--- config.mk ---
export PLATFORM = sky130hd
export DESIGN_NAME = pmr_regs
export DESIGN_NICKNAME = d
export VERILOG_FILES = /design/src/design/pmr_pkg.sv /design/src/design/pmr_regs.sv
export SDC_FILE = /design/constraint.sdc
export NUM_CORES = 1
export LEC_CHECK = 0
export CORE_MARGIN = 5
export CORE_UTILIZATION = 30
export CTS_CLUSTER_DIAMETER = 60
export CTS_CLUSTER_SIZE = 40
export DETAILED_ROUTE_END_ITERATION = 10
export DONT_BUFFER_PORTS = 1
export SLEW_MARGIN = 30
export SYNTH_ARGS = -nofsm -noshare
export SYNTH_HDL_FRONTEND = slang
export SYNTH_SLANG_ARGS = --single-unit
--- constraint.sdc ---
create_clock -name REF_CLK_I -period 2.15 [get_ports REF_CLK_I]
set_input_delay 0.215 -clock REF_CLK_I [delete_from_list [all_inputs] [get_ports REF_CLK_I]]
set_output_delay 0.215 -clock REF_CLK_I [all_outputs]
set_load 0.01 [all_outputs]
--- src/design/pmr_pkg.sv ---
`default_nettype none
package pmr_pkg;
   // -----------------------------------------------------------
   // register indices (byte address = 4 * index)
   // -----------------------------------------------------------
   localparam logic [4:0] IDX_BMC  = 5'h00;
   localparam logic [4:0] IDX_BMS  = 5'h01;
   localparam logic [4:0] IDX_IDH  = 5'h02;
   localparam logic [4:0] IDX_IDL  = 5'h03;
   localparam logic [4:0] IDX_ANA  = 5'h04;
   localparam logic [4:0] IDX_ANP  = 5'h05;
   localparam logic [4:0] IDX_ANX  = 5'h06;
   localparam logic [4:0] IDX_VC0  = 5'h10;
   localparam logic [4:0] IDX_VC1  = 5'h11;
   localparam logic [4:0] IDX_VC2  = 5'h12;

   // -----------------------------------------------------------
   // values after reset
   // -----------------------------------------------------------
   localparam logic [15:0] BMC_RST = 16'h3100;
   localparam logic [15:0] BMS_RST = 16'h7809;
   localparam logic [15:0] ANA_RST = 16'h01e1;
   localparam logic [15:0] ANP_RST = 16'h0000;
   localparam logic [15:0] ANX_RST = 16'h0000;
   localparam logic [15:0] VC0_RST = 16'h0410;
   localparam logic [15:0] VC1_RST = 16'hf010;
   localparam logic [15:0] VC2_RST = 16'h7802;

   // -----------------------------------------------------------
   // control field positions
   // -----------------------------------------------------------
   localparam int B_SRST = 15;
   localparam int B_LOOP = 14;
   localparam int B_SPD  = 13;
   localparam int B_ANEN = 12;
   localparam int B_PDN  = 11;
   localparam int B_RSV  = 10;
   localparam int B_ANRS = 9;
   localparam int B_DUP  = 8;
   localparam int B_COLT = 7;
   localparam logic [15:0] BMC_RSV_MASK = 16'h047f;

   // -----------------------------------------------------------
   // timing: soft reset length
   // -----------------------------------------------------------
   localparam int CLK_MHZ      = 100;
   localparam int SRST_NS      = 80;
   localparam int SRST_CYC_INT = (SRST_NS * CLK_MHZ + 999) / 1000;
   localparam logic [3:0] SRST_CYC = 4'(SRST_CYC_INT);

   // -----------------------------------------------------------
   // types
   // -----------------------------------------------------------
   typedef enum logic [0:0] {
      BUS_IDLE = 1'b0,
      BUS_ACK  = 1'b1
   } pmr_bus_e;

   // results from the negotiation engine
   typedef struct packed {
      logic        speed_100;
      logic        full_duplex;
      logic        started;
      logic        page_valid;
      logic [15:0] partner;
      logic [15:0] expansion;
   } pmr_an_s;

   // control handed to the transceiver
   typedef struct packed {
      logic sw_reset;
      logic loopback;
      logic speed_100;
      logic full_duplex;
      logic an_enable;
      logic an_restart;
      logic power_down;
   } pmr_ctl_s;
endpackage
`default_nettype wire

--- src/design/pmr_regs.sv ---
// ---------------------------------------------------------------
// ---------------------------------------------------------------
//
// The Avalon-MM interface to the registers is this design's own decision.
`default_nettype none
module pmr_regs #(
   parameter logic [15:0] ID_HIGH = 16'h1234, // arbitrary value
   parameter logic [15:0] ID_LOW  = 16'h5678  // arbitrary value
) (
   // clock, reset, enable
   input  wire logic              REF_CLK_I,
   input  wire logic              RESETN_I,
   input  wire logic              CE_I,
   // avalon-mm slave
   input  wire logic [6:0]        AVS_ADDRESS_I,
   input  wire logic              AVS_READ_I,
   input  wire logic              AVS_WRITE_I,
   input  wire logic [31:0]       AVS_WRITEDATA_I,
   input  wire logic [3:0]        AVS_BYTEENABLE_I,
   output var  logic [31:0]       AVS_READDATA_O,
   output var  logic              AVS_WAITREQUEST_O,
   // negotiation engine and mii
   input  wire pmr_pkg::pmr_an_s  AN_STAT_I,
   input  wire logic              TX_EN_I,
   output var  logic              COL_O,
   output var  pmr_pkg::pmr_ctl_s PHY_CTL_O
);

   // -----------------------------------------------------------
   // state
   // -----------------------------------------------------------
   pmr_pkg::pmr_bus_e bus_q;
   logic [31:0]       rdata_q;
   logic              wait_q;
   logic              srst_q;
   logic [3:0]        srst_cnt_q;
   logic              loop_q;
   logic              spd_q;
   logic              anen_q;
   logic              pdn_q;
   logic              dup_q;
   logic              colt_q;
   logic              anrs_q;
   logic [15:0]       ana_q;
   logic [15:0]       anp_q;
   logic [15:0]       anx_q;
   logic [15:0]       vc0_q;
   logic [15:0]       vc1_q;
   logic [15:0]       vc2_q;
   logic              col_q;
   pmr_pkg::pmr_ctl_s ctl_q;

   logic [4:0]  idx;
   logic        req;
   logic        fire_wr;
   logic        lo_en;
   logic        hi_en;
   logic [15:0] wd;
   logic        spd_rd;
   logic        dup_rd;
   logic [15:0] rd_d;

   // -----------------------------------------------------------
   // bus decode
   // -----------------------------------------------------------
   // index from byte address, low two bits ignored
   assign idx     = AVS_ADDRESS_I[6:2];
   assign req     = AVS_READ_I | AVS_WRITE_I;
   assign fire_wr = CE_I & AVS_WRITE_I & (bus_q == pmr_pkg::BUS_ACK);
   assign lo_en   = AVS_BYTEENABLE_I[0];
   assign hi_en   = AVS_BYTEENABLE_I[1];
   assign wd      = AVS_WRITEDATA_I[15:0];

   // byte-lane merge of a 16-bit register
   function automatic logic [15:0] merge(input logic [15:0] old,
                                         input logic [15:0] nw,
                                         input logic        le,
                                         input logic        he);
      merge = {he ? nw[15:8] : old[15:8], le ? nw[7:0] : old[7:0]};
   endfunction

   // negotiated or forced view of speed and duplex
   assign spd_rd = anen_q ? AN_STAT_I.speed_100 : spd_q;
   assign dup_rd = anen_q ? AN_STAT_I.full_duplex : dup_q;

   // -----------------------------------------------------------
   // read mux
   // -----------------------------------------------------------
   always_comb begin
      rd_d = 16'h0000;
      case (idx)
         pmr_pkg::IDX_BMC: begin
            rd_d[pmr_pkg::B_SRST] = srst_q;
            rd_d[pmr_pkg::B_LOOP] = loop_q;
            rd_d[pmr_pkg::B_SPD]  = spd_rd;
            rd_d[pmr_pkg::B_ANEN] = anen_q;
            rd_d[pmr_pkg::B_PDN]  = pdn_q;
            rd_d[pmr_pkg::B_ANRS] = anrs_q;
            rd_d[pmr_pkg::B_DUP]  = dup_rd;
            rd_d[pmr_pkg::B_COLT] = colt_q;          // reserved stay 0
         end
         pmr_pkg::IDX_BMS: rd_d = pmr_pkg::BMS_RST;
         pmr_pkg::IDX_IDH: rd_d = ID_HIGH;
         pmr_pkg::IDX_IDL: rd_d = ID_LOW;
         pmr_pkg::IDX_ANA: rd_d = ana_q;
         pmr_pkg::IDX_ANP: rd_d = anp_q;
         pmr_pkg::IDX_ANX: rd_d = anx_q;
         pmr_pkg::IDX_VC0: rd_d = vc0_q;
         pmr_pkg::IDX_VC1: rd_d = vc1_q;
         pmr_pkg::IDX_VC2: rd_d = vc2_q;
         default:          rd_d = 16'h0000;
      endcase
   end

   // -----------------------------------------------------------
   // avalon handshake: one wait cycle, then ack
   // -----------------------------------------------------------
   always_ff @(posedge REF_CLK_I or negedge RESETN_I) begin
      if (!RESETN_I) begin
         bus_q   <= pmr_pkg::BUS_IDLE;
         rdata_q <= 32'h0000_0000;
         wait_q  <= 1'b1;
      end else if (CE_I) begin
         case (bus_q)
            pmr_pkg::BUS_IDLE: begin
               if (req) begin
                  bus_q   <= pmr_pkg::BUS_ACK;
                  rdata_q <= {16'h0000, rd_d};
                  wait_q  <= 1'b0;                    // ack in the next cycle
               end
            end
            pmr_pkg::BUS_ACK: begin
               bus_q  <= pmr_pkg::BUS_IDLE;
               wait_q <= 1'b1;
            end
            default: begin
               bus_q  <= pmr_pkg::BUS_IDLE;
               wait_q <= 1'b1;
            end
         endcase
      end
   end

   assign AVS_READDATA_O    = rdata_q;
   assign AVS_WAITREQUEST_O = wait_q;

   // -----------------------------------------------------------
   // soft reset sequencer
   // -----------------------------------------------------------
   always_ff @(posedge REF_CLK_I or negedge RESETN_I) begin
      if (!RESETN_I) begin
         srst_q     <= 1'b0;
         srst_cnt_q <= 4'h0;
      end else if (CE_I) begin
         if (srst_q) begin
            // reads back one until the count runs out
            if (srst_cnt_q == 4'h1) begin
               srst_q <= 1'b0;
            end
            srst_cnt_q <= srst_cnt_q - 4'h1;
         end else if (fire_wr && idx == pmr_pkg::IDX_BMC && hi_en &&
                      wd[pmr_pkg::B_SRST]) begin
            srst_q     <= 1'b1;
            srst_cnt_q <= pmr_pkg::SRST_CYC;
         end
      end
   end

   // -----------------------------------------------------------
   // control register fields
   // -----------------------------------------------------------
   always_ff @(posedge REF_CLK_I or negedge RESETN_I) begin
      if (!RESETN_I) begin
         loop_q <= pmr_pkg::BMC_RST[pmr_pkg::B_LOOP];
         spd_q  <= pmr_pkg::BMC_RST[pmr_pkg::B_SPD];
         anen_q <= pmr_pkg::BMC_RST[pmr_pkg::B_ANEN];
         pdn_q  <= pmr_pkg::BMC_RST[pmr_pkg::B_PDN];
         dup_q  <= pmr_pkg::BMC_RST[pmr_pkg::B_DUP];
         colt_q <= pmr_pkg::BMC_RST[pmr_pkg::B_COLT];
      end else if (CE_I) begin
         if (srst_q) begin
            // held at defaults during soft reset
            loop_q <= pmr_pkg::BMC_RST[pmr_pkg::B_LOOP];
            spd_q  <= pmr_pkg::BMC_RST[pmr_pkg::B_SPD];
            anen_q <= pmr_pkg::BMC_RST[pmr_pkg::B_ANEN];
            pdn_q  <= pmr_pkg::BMC_RST[pmr_pkg::B_PDN];
            dup_q  <= pmr_pkg::BMC_RST[pmr_pkg::B_DUP];
            colt_q <= pmr_pkg::BMC_RST[pmr_pkg::B_COLT];
         end else if (fire_wr && idx == pmr_pkg::IDX_BMC) begin
            if (hi_en) begin
               loop_q <= wd[pmr_pkg::B_LOOP];
               spd_q  <= wd[pmr_pkg::B_SPD];
               anen_q <= wd[pmr_pkg::B_ANEN];
               pdn_q  <= wd[pmr_pkg::B_PDN];
               dup_q  <= wd[pmr_pkg::B_DUP];
            end
            if (lo_en) begin
               colt_q <= wd[pmr_pkg::B_COLT];
            end
         end
      end
   end

   // -----------------------------------------------------------
   // negotiation restart, self clearing
   // -----------------------------------------------------------
   always_ff @(posedge REF_CLK_I or negedge RESETN_I) begin
      if (!RESETN_I) begin
         anrs_q <= 1'b0;
      end else if (CE_I) begin
         if (srst_q) begin
            anrs_q <= 1'b0;
         end else if (fire_wr && idx == pmr_pkg::IDX_BMC && hi_en &&
                      !wd[pmr_pkg::B_ANEN]) begin
            anrs_q <= 1'b0;                           // disabled: pending restart cleared
         end else if (fire_wr && idx == pmr_pkg::IDX_BMC && hi_en &&
                      wd[pmr_pkg::B_ANRS]) begin
            anrs_q <= 1'b1;                           // new set wins
         end else if (anrs_q && AN_STAT_I.started) begin
            anrs_q <= 1'b0;                           // engine has begun
         end
         // a written zero is ignored here
      end
   end

   // -----------------------------------------------------------
   // advertisement and vendor words
   // -----------------------------------------------------------
   always_ff @(posedge REF_CLK_I or negedge RESETN_I) begin
      if (!RESETN_I) begin
         ana_q <= pmr_pkg::ANA_RST;
         vc0_q <= pmr_pkg::VC0_RST;
         vc1_q <= pmr_pkg::VC1_RST;
         vc2_q <= pmr_pkg::VC2_RST;
      end else if (CE_I) begin
         if (srst_q) begin
            ana_q <= pmr_pkg::ANA_RST;
            vc0_q <= pmr_pkg::VC0_RST;
            vc1_q <= pmr_pkg::VC1_RST;
            vc2_q <= pmr_pkg::VC2_RST;
         end else if (fire_wr) begin
            case (idx)
               pmr_pkg::IDX_ANA: ana_q <= merge(ana_q, wd, lo_en, hi_en);
               pmr_pkg::IDX_VC0: vc0_q <= merge(vc0_q, wd, lo_en, hi_en);
               pmr_pkg::IDX_VC1: vc1_q <= merge(vc1_q, wd, lo_en, hi_en);
               pmr_pkg::IDX_VC2: vc2_q <= merge(vc2_q, wd, lo_en, hi_en);
               default: ;                             // unmapped: ignored
            endcase
         end
      end
   end

   // -----------------------------------------------------------
   // partner and expansion capture
   // -----------------------------------------------------------
   always_ff @(posedge REF_CLK_I or negedge RESETN_I) begin
      if (!RESETN_I) begin
         anp_q <= pmr_pkg::ANP_RST;
         anx_q <= pmr_pkg::ANX_RST;
      end else if (CE_I) begin
         if (srst_q) begin
            anp_q <= pmr_pkg::ANP_RST;
            anx_q <= pmr_pkg::ANX_RST;
         end else if (AN_STAT_I.page_valid) begin
            anp_q <= AN_STAT_I.partner;
            anx_q <= AN_STAT_I.expansion;
         end
      end
   end

   // -----------------------------------------------------------
   // transceiver control and collision test
   // -----------------------------------------------------------
   always_ff @(posedge REF_CLK_I or negedge RESETN_I) begin
      if (!RESETN_I) begin
         ctl_q <= '0;
         col_q <= 1'b0;
      end else if (CE_I) begin
         ctl_q.sw_reset    <= srst_q;
         ctl_q.loopback    <= loop_q;
         ctl_q.speed_100   <= spd_rd;
         ctl_q.full_duplex <= dup_rd;
         ctl_q.an_enable   <= anen_q;
         ctl_q.an_restart  <= anrs_q & anen_q;
         ctl_q.power_down  <= pdn_q;
         col_q             <= colt_q & TX_EN_I;
      end
   end

   assign PHY_CTL_O = ctl_q;
   assign COL_O     = col_q;

   // -----------------------------------------------------------
   // checks
   // -----------------------------------------------------------
   property p_bms_read;
      @(posedge REF_CLK_I) disable iff (!RESETN_I)
      (bus_q == pmr_pkg::BUS_IDLE && CE_I && AVS_READ_I && idx == pmr_pkg::IDX_BMS)
         |=> AVS_READDATA_O[15:0] == pmr_pkg::BMS_RST;
   endproperty
   a_bms_read: assert property (p_bms_read) else $error("status word wrong");

   property p_srst_ana;
      @(posedge REF_CLK_I) disable iff (!RESETN_I)
      (srst_q && CE_I) |=> ana_q == pmr_pkg::ANA_RST;
   endproperty
   a_srst_ana: assert property (p_srst_ana) else $error("adv not reset");

   property p_rsv_zero;
      @(posedge REF_CLK_I) disable iff (!RESETN_I)
      (bus_q == pmr_pkg::BUS_IDLE && CE_I && AVS_READ_I &&
       idx > pmr_pkg::IDX_ANX && idx < pmr_pkg::IDX_VC0)
         |=> AVS_READDATA_O == 32'h0000_0000;
   endproperty
   a_rsv_zero: assert property (p_rsv_zero) else $error("reserved not zero");

   property p_srst_vc;
      @(posedge REF_CLK_I) disable iff (!RESETN_I)
      (srst_q && CE_I) |=> vc0_q == pmr_pkg::VC0_RST && vc2_q == pmr_pkg::VC2_RST;
   endproperty
   a_srst_vc: assert property (p_srst_vc) else $error("vendor not reset");

   property p_srst_len;
      @(posedge REF_CLK_I) disable iff (!RESETN_I || !CE_I)
      $rose(srst_q) |-> srst_q [*8] ##1 !srst_q;
   endproperty
   a_srst_len: assert property (p_srst_len) else $error("soft reset length");

   property p_bmc_rsv;
      @(posedge REF_CLK_I) disable iff (!RESETN_I)
      (bus_q == pmr_pkg::BUS_IDLE && CE_I && AVS_READ_I && idx == pmr_pkg::IDX_BMC)
         |=> (AVS_READDATA_O[15:0] & pmr_pkg::BMC_RSV_MASK) == 16'h0000;
   endproperty
   a_bmc_rsv: assert property (p_bmc_rsv) else $error("reserved bits set");

   property p_anrs_hold;
      @(posedge REF_CLK_I) disable iff (!RESETN_I)
      (anrs_q && CE_I && !AN_STAT_I.started && !srst_q && !fire_wr) |=> anrs_q;
   endproperty
   a_anrs_hold: assert property (p_anrs_hold) else $error("restart lost");

   property p_anrs_en;
      @(posedge REF_CLK_I) disable iff (!RESETN_I)
      anrs_q |-> anen_q;
   endproperty
   a_anrs_en: assert property (p_anrs_en) else $error("restart while off");

   property p_spd_out;
      @(posedge REF_CLK_I) disable iff (!RESETN_I)
      (CE_I && RESETN_I) |=> PHY_CTL_O.speed_100 == ($past(anen_q) ? $past(AN_STAT_I.speed_100)
                                                     : $past(spd_q));
   endproperty
   a_spd_out: assert property (p_spd_out) else $error("speed select wrong");

   property p_col;
      @(posedge REF_CLK_I) disable iff (!RESETN_I)
      (CE_I && colt_q && TX_EN_I) |=> COL_O;
   endproperty
   a_col: assert property (p_col) else $error("collision test");

   property p_ack;
      @(posedge REF_CLK_I) disable iff (!RESETN_I)
      (bus_q == pmr_pkg::BUS_IDLE && CE_I && (AVS_READ_I || AVS_WRITE_I))
         |=> !AVS_WAITREQUEST_O;
   endproperty
   a_ack: assert property (p_ack) else $error("no ack");

endmodule
`default_nettype wire

**After elaboration in Yosys (flattened, before gate mapping)**

Index checks and enable logic that the tools add are counted.
Widths: inputs -> output; s select.

- Register bits: 134
- Output and inout bits: 41
- Logic and storage cells: 138

- Add/sub/neg operators: 1
- Equality and inequality tests: 11
- Muxes and demuxes: 55
- Bitwise gates (word level): 6
- Reduce and logical (&&, ||, !) cells: 35

Operators by type and width:

| kind | count |
|---|---|
| $mux 16 | 16 |
| $pmux 7 s9 | 1 |
| $pmux 5 s10 | 1 |
| $reduce_and 4->1 | 8 |
| $mux 1 | 29 |
| $pmux 3 s8 | 1 |
| $reduce_bool 2->1 | 10 |
| $mux 8 | 2 |
| $eq 5x3->1 const B | 3 |
| $eq 5x5->1 const B | 3 |
| $eq 5x2->1 const B | 2 |
| $reduce_and 3->1 | 3 |
| $mux 4 | 2 |
| $reduce_and 2->1 | 4 |
| $pmux 1 s7 | 1 |
| $logic_and 1x1->1 | 6 |
| $eq 5x1->1 const B | 1 |
| $logic_not 5->1 | 1 |
| $and 1x1->1 | 4 |
| $eq 4x1->1 const B | 1 |
| $pmux 1 s2 | 2 |
| $reduce_bool 4->1 | 1 |
| $sub 4x1->4 const B | 1 |
| $ne 2x2->1 const B | 1 |
| other kinds (4) | 4 |

**Logic depth before layout (Yosys ltp)**

- Depth in word-level cells: 8
- Gate-level depth with buffers: 9

**Worst setup path after synthesis**

OpenSTA, ideal clock, no wires.

- Kind: input-to-reg
- Start: in AVS_ADDRESS_I[5]
- End: reg vc0_q[7]
- Library setup time: 127 ps
- Arrival: 1691 ps
- Slack: 332 ps
- Stages: 7
- Buffers on the path: 2
- Cell sequence: buf_2 > or3b_4 > nor2_8 > a41oi_1 > nor2b_1 > buf_4 > mux2_1

- Cells in the longest elaborated chain, start to end: 3

RTL lines:

| item | RTL line | text |
|---|---|---|
| from (decl) | pmr_regs.sv:15 | `input wire logic [6:0] AVS_ADDRESS_I,` |
| $eq 5x5->1 | pmr_regs.sv:242 | `case (idx)` |
| $reduce_bool 2->1 (no source line) | - |  |
| $reduce_and 4->1 (no source line) | - |  |
| to (signal assigned) | pmr_regs.sv:232 | `vc0_q <= pmr_pkg::VC0_RST;` |
| to (signal assigned) | pmr_regs.sv:238 | `vc0_q <= pmr_pkg::VC0_RST;` |
| to (signal assigned) | pmr_regs.sv:244 | `pmr_pkg::IDX_VC0: vc0_q <= merge(vc0_q, wd, lo_en, hi_en);` |
| to (decl) | pmr_regs.sv:47 | `logic [15:0] vc0_q;` |

No other way between the ends.
A chain may end at the register's enable or synchronous reset.

**Worst setup path in the final report**

- Start: reg bus_q
- End: reg rdata_q[6], in the netlist AVS_READDATA_O[6]

- Cells in the longest elaborated chain, start to end: 2

RTL lines:

| item | RTL line | text |
|---|---|---|
| from (decl) | pmr_regs.sv:32 | `pmr_pkg::pmr_bus_e bus_q;` |
| from (signal assigned) | pmr_regs.sv:120 | `bus_q <= pmr_pkg::BUS_IDLE;` |
| from (signal assigned) | pmr_regs.sv:127 | `bus_q <= pmr_pkg::BUS_ACK;` |
| from (signal assigned) | pmr_regs.sv:133 | `bus_q <= pmr_pkg::BUS_IDLE;` |
| $not 1->1 (no source line) | - |  |
| $reduce_and 3->1 (no source line) | - |  |
| to (signal assigned) | pmr_regs.sv:128 | `rdata_q <= {16'h0000, rd_d};` |
| to (decl) | pmr_regs.sv:33 | `logic [31:0] rdata_q;` |

No other way between the ends.

==> metrics.yaml <==
run_status:
  status: "finished, violations left"
  violations: "negative hold slack"
min_path:
  holdCritPathClass: "in -> async"
floorplanning:
  die_area_um2: 24500
  initial_core_util_pct: 30.6
  core_area_um2: 21100
  ioPinCount: 126
  die_width_um: 157
  fp.dieH_um: 157
  floorplan.rows: 53
routing:
  drtPass1Iterations: 5
  drt_first_iter_violations: 374
  route.vias.total: 4789
  post_drt_via_cell_ratio: 5.29
  antenna_violating_nets_post_route: 0
  postRouteWirelength_um: 20100
  remaining_drc_errors: 0
  avgRoutedWirePerCell_um: 22.1
timing:
  rsz_0062_raised_after_global_routing: "no"
  worst-slew-pin-transition_ns: 0.723
  fin_crit_sh_pct: 83.8
  finalClockSkew_ns: 0.00871
  fmax_mhz: 555
  fin_worst_hold_slack_ns: -0.512
  slew_headroom_pct: 51.6
  period_minus_slack_ns: 1.80
  finalHoldViolCount: 134
  setup_tns_ns: 0
  report.final.slew_viol_count: 0
  setup_viol_count_final: 0
yosys:
  syn_area_um2: 6450
  synth_async_sr_flop_share_pct: 100
  synthTopCellsByArea: "sky130_fd_sc_hd__dfrtp_1 44%, sky130_fd_sc_hd__dfstp_2 8.6%, sky130_fd_sc_hd__a22o_1 5.8%"
  synth-main-ff-cell: "sky130_fd_sc_hd__dfrtp_1"
  number_of_storage_elements_in_the_synthesis_netlist: 134
  yosys.area.top_type: "sky130_fd_sc_hd__dfrtp_1"
  count_of_warnings_emitted_by_yosys: 0
  number_of_synthesized_flops_with_an_enable_pin: 0
  synthCells: 569
  post_synth.cell_area_avg_um2: 11.3
  synthDominantCellAreaShare_pct: 43.8
  synth_seq_area_share_pct: 52.4
  synth_cell_types: 58
placement:
  place.gp.congestion: 0.865
  detailedPlacementHpwl_um: 13700
  io_buffer_count: 0
  placed_instances: 828
worst_setup_path:
  arrival_ns: 2.17
  worstSetupStartpointType: "register"
  critPathRequiredTime_ns: 2.52
  element_type_at_the_critical_path_end: "register"
  critical_path.max_fanout: 8
  class_of_the_most_critical_setup_path: "reg -> reg"
clock_network:
  cts.reportedPaths.clkPinSlew_ns: 0.06
  cts_post_setup_buffers_inserted: 0
  clock-root-buffer: "sky130_fd_sc_hd__clkbuf_16"
  postCtsResizedCells: 0
  tritoncts.num_buffers: 17
  clock_tree.htree_level_count: 4
  post_cts_hold_buffer_count: 47
  cts_max_path_buffers: 2
  insertion_delay_ns: 0.43
  clock-sinks: 134
  tritoncts: "built"
layout:
  layout.cells.most_common_list: "113 x sky130_fd_sc_hd__dfrtp_1, 47 x sky130_fd_sc_hd__dlygate4sd3_1, 43 x sky130_fd_sc_hd__a22o_1"
  proportion_of_layout_cells_with_a_drive_suffix_above_1_pct: 19.2
  antenna_cells_inserted: 0
  most_common_cell_after_layout_fill_and_taps_aside: "sky130_fd_sc_hd__dfrtp_1"
  layout.nets: 706
  instances_no_fill: 906
  syn_to_layout_area_delta_pct: 21.3
flow_run:
  max_cap_violations: 0
pwr:
  ir_drop_mv: 0.576
  pwr_density_cell_nw_per_um2: 967
  p_leak_uw: 0.00349
grt:
  grt_max_degree: 135
  antenna_violations_before_repair: 1
  grt_pass1_wl_um: 30300
  grt_pass1_vias: 5049
  grt-ovfl-total: 0
  gr_usage_total_pct: 16.6
[cell usage after synthesis, types with 2 or more instances]
cell type	instances
sky130_fd_sc_hd__a222oi_1	4
sky130_fd_sc_hd__a211oi_1	2
sky130_fd_sc_hd__nor2b_1	27
sky130_fd_sc_hd__o211ai_1	2
sky130_fd_sc_hd__mux2_1	27
sky130_fd_sc_hd__a22o_1	43
sky130_fd_sc_hd__nand3b_1	3
sky130_fd_sc_hd__o22a_1	2
sky130_fd_sc_hd__nor3_1	6
sky130_fd_sc_hd__o2bb2ai_1	2
sky130_fd_sc_hd__a32oi_1	4
sky130_fd_sc_hd__o21ai_1	4
sky130_fd_sc_hd__nand2b_1	4
sky130_fd_sc_hd__mux2i_1	11
sky130_fd_sc_hd__nor2_1	31
sky130_fd_sc_hd__clkbuf_1	20
sky130_fd_sc_hd__buf_4	20
sky130_fd_sc_hd__a21o_1	8
sky130_fd_sc_hd__a21oi_1	21
sky130_fd_sc_hd__nand2_1	21
sky130_fd_sc_hd__a41oi_1	4
sky130_fd_sc_hd__dfstp_2	21
sky130_fd_sc_hd__buf_1	2
sky130_fd_sc_hd__a31oi_1	11
sky130_fd_sc_hd__nand3_1	10
sky130_fd_sc_hd__o21a_1	2
sky130_fd_sc_hd__nor4_1	2
sky130_fd_sc_hd__and3_1	4
sky130_fd_sc_hd__dfrtp_1	113
sky130_fd_sc_hd__a32o_1	2
sky130_fd_sc_hd__nor4b_1	2
sky130_fd_sc_hd__inv_1	18
sky130_fd_sc_hd__mux2_2	32
sky130_fd_sc_hd__a221o_1	2
sky130_fd_sc_hd__and2_1	4
sky130_fd_sc_hd__o21ai_0	21
sky130_fd_sc_hd__a22oi_1	21
sky130_fd_sc_hd__buf_2	13
sky130_fd_sc_hd__ha_1	2
sky130_fd_sc_hd__or2_2	3
[final timing paths]
kind	slack, ns	from	endpoint	cells after the start
setup / recovery	0.35	bus_q	AVS_READDATA_O[6]	4
hold / removal	-0.51	RESETN_I	COL_O	0
hold reg to reg	0.47	ana_q[6]	ana_q[6]	2
setup reg to reg	0.35	bus_q	AVS_READDATA_O[6]	4
max in group asynchronous	2.26	RESETN_I	ana_q[7]	0
min in group REF_CLK_I	0.01	AVS_WRITEDATA_I[14]	vc1_q[14]	2
[state kept, by name (all words and copies together), names as in the netlist]
| signal | cells |
|---|---|
| AVS_READDATA_O | 16 |
| ana_q | 16 |
| anp_q | 16 |
| anx_q | 16 |
| vc0_q | 16 |
| vc1_q | 16 |
| vc2_q | 16 |
| PHY_CTL_O | 7 |
| srst_cnt_q | 4 |
| AVS_WAITREQUEST_O | 1 |
| COL_O | 1 |
| anen_q | 1 |
| anrs_q | 1 |
| bus_q | 1 |
| colt_q | 1 |
| dup_q | 1 |
| loop_q | 1 |
| pdn_q | 1 |
| spd_q | 1 |
| srst_q | 1 |
[cell families after synthesis]
kind of cell / Yosys count / synth area share, %
compound gates: 157 / 17.6
flops: 134 / 52.4
simple gates: 131 / 11.7
buf+inv: 73 / 5.66
mux: 70 / 12.0
fa+ha+maj: 2 / 0.388
other cells: 1 / 0.0581
xor+xnor: 1 / 0.136
[report_power, final]
part | internal [uW] | switching, uW | total [uW]
clock network | 1820 | 1080 | 2900
logic | 591 | 500 | 1090
registers | 3190 | 386 | 3570
[through the flow]
step                      setup WS (ns)  hold WS, ns  area (um2)  utilization [%]  power (uW)
after floorplan                   0.332      -0.0806        6510                -        4320
after global routing              0.325       -0.533        7830             37.1        7900
final                             0.349       -0.512        7830             37.1        7570
after detailed placement          0.353      -0.0739        6770             32.1        4610
after CTS                         0.411       -0.534        7820             37.1        7610
after global placement            0.361      -0.0690        6770             32.1        4520
[area by class of cell]
cell class	count	area, um2
Tap cell	275	344
Timing Repair Buffer	71	676
Clock buffer	24	492
Fill cell	2085	13300
Clock inverter	7	95.1
Multi-Input combinational cell	377	2780
Sequential cell	134	3380
Inverter	18	67.6
[critical path, stage by stage (launching register included)]
cell                       delay, ns
sky130_fd_sc_hd__dfrtp_1        0.46
sky130_fd_sc_hd__nor4b_1        0.48
sky130_fd_sc_hd__o211ai_1       0.42
sky130_fd_sc_hd__a31oi_1        0.28
sky130_fd_sc_hd__a21o_1         0.11
[layer usage]
metal  global-route usage, %  wire length (um)
met1                    22.6              8920
met2                    24.3              8800
met3                    6.22              1950
met4                    5.50               376
met5                       0                20
Power figures use the tool's default switching activity.
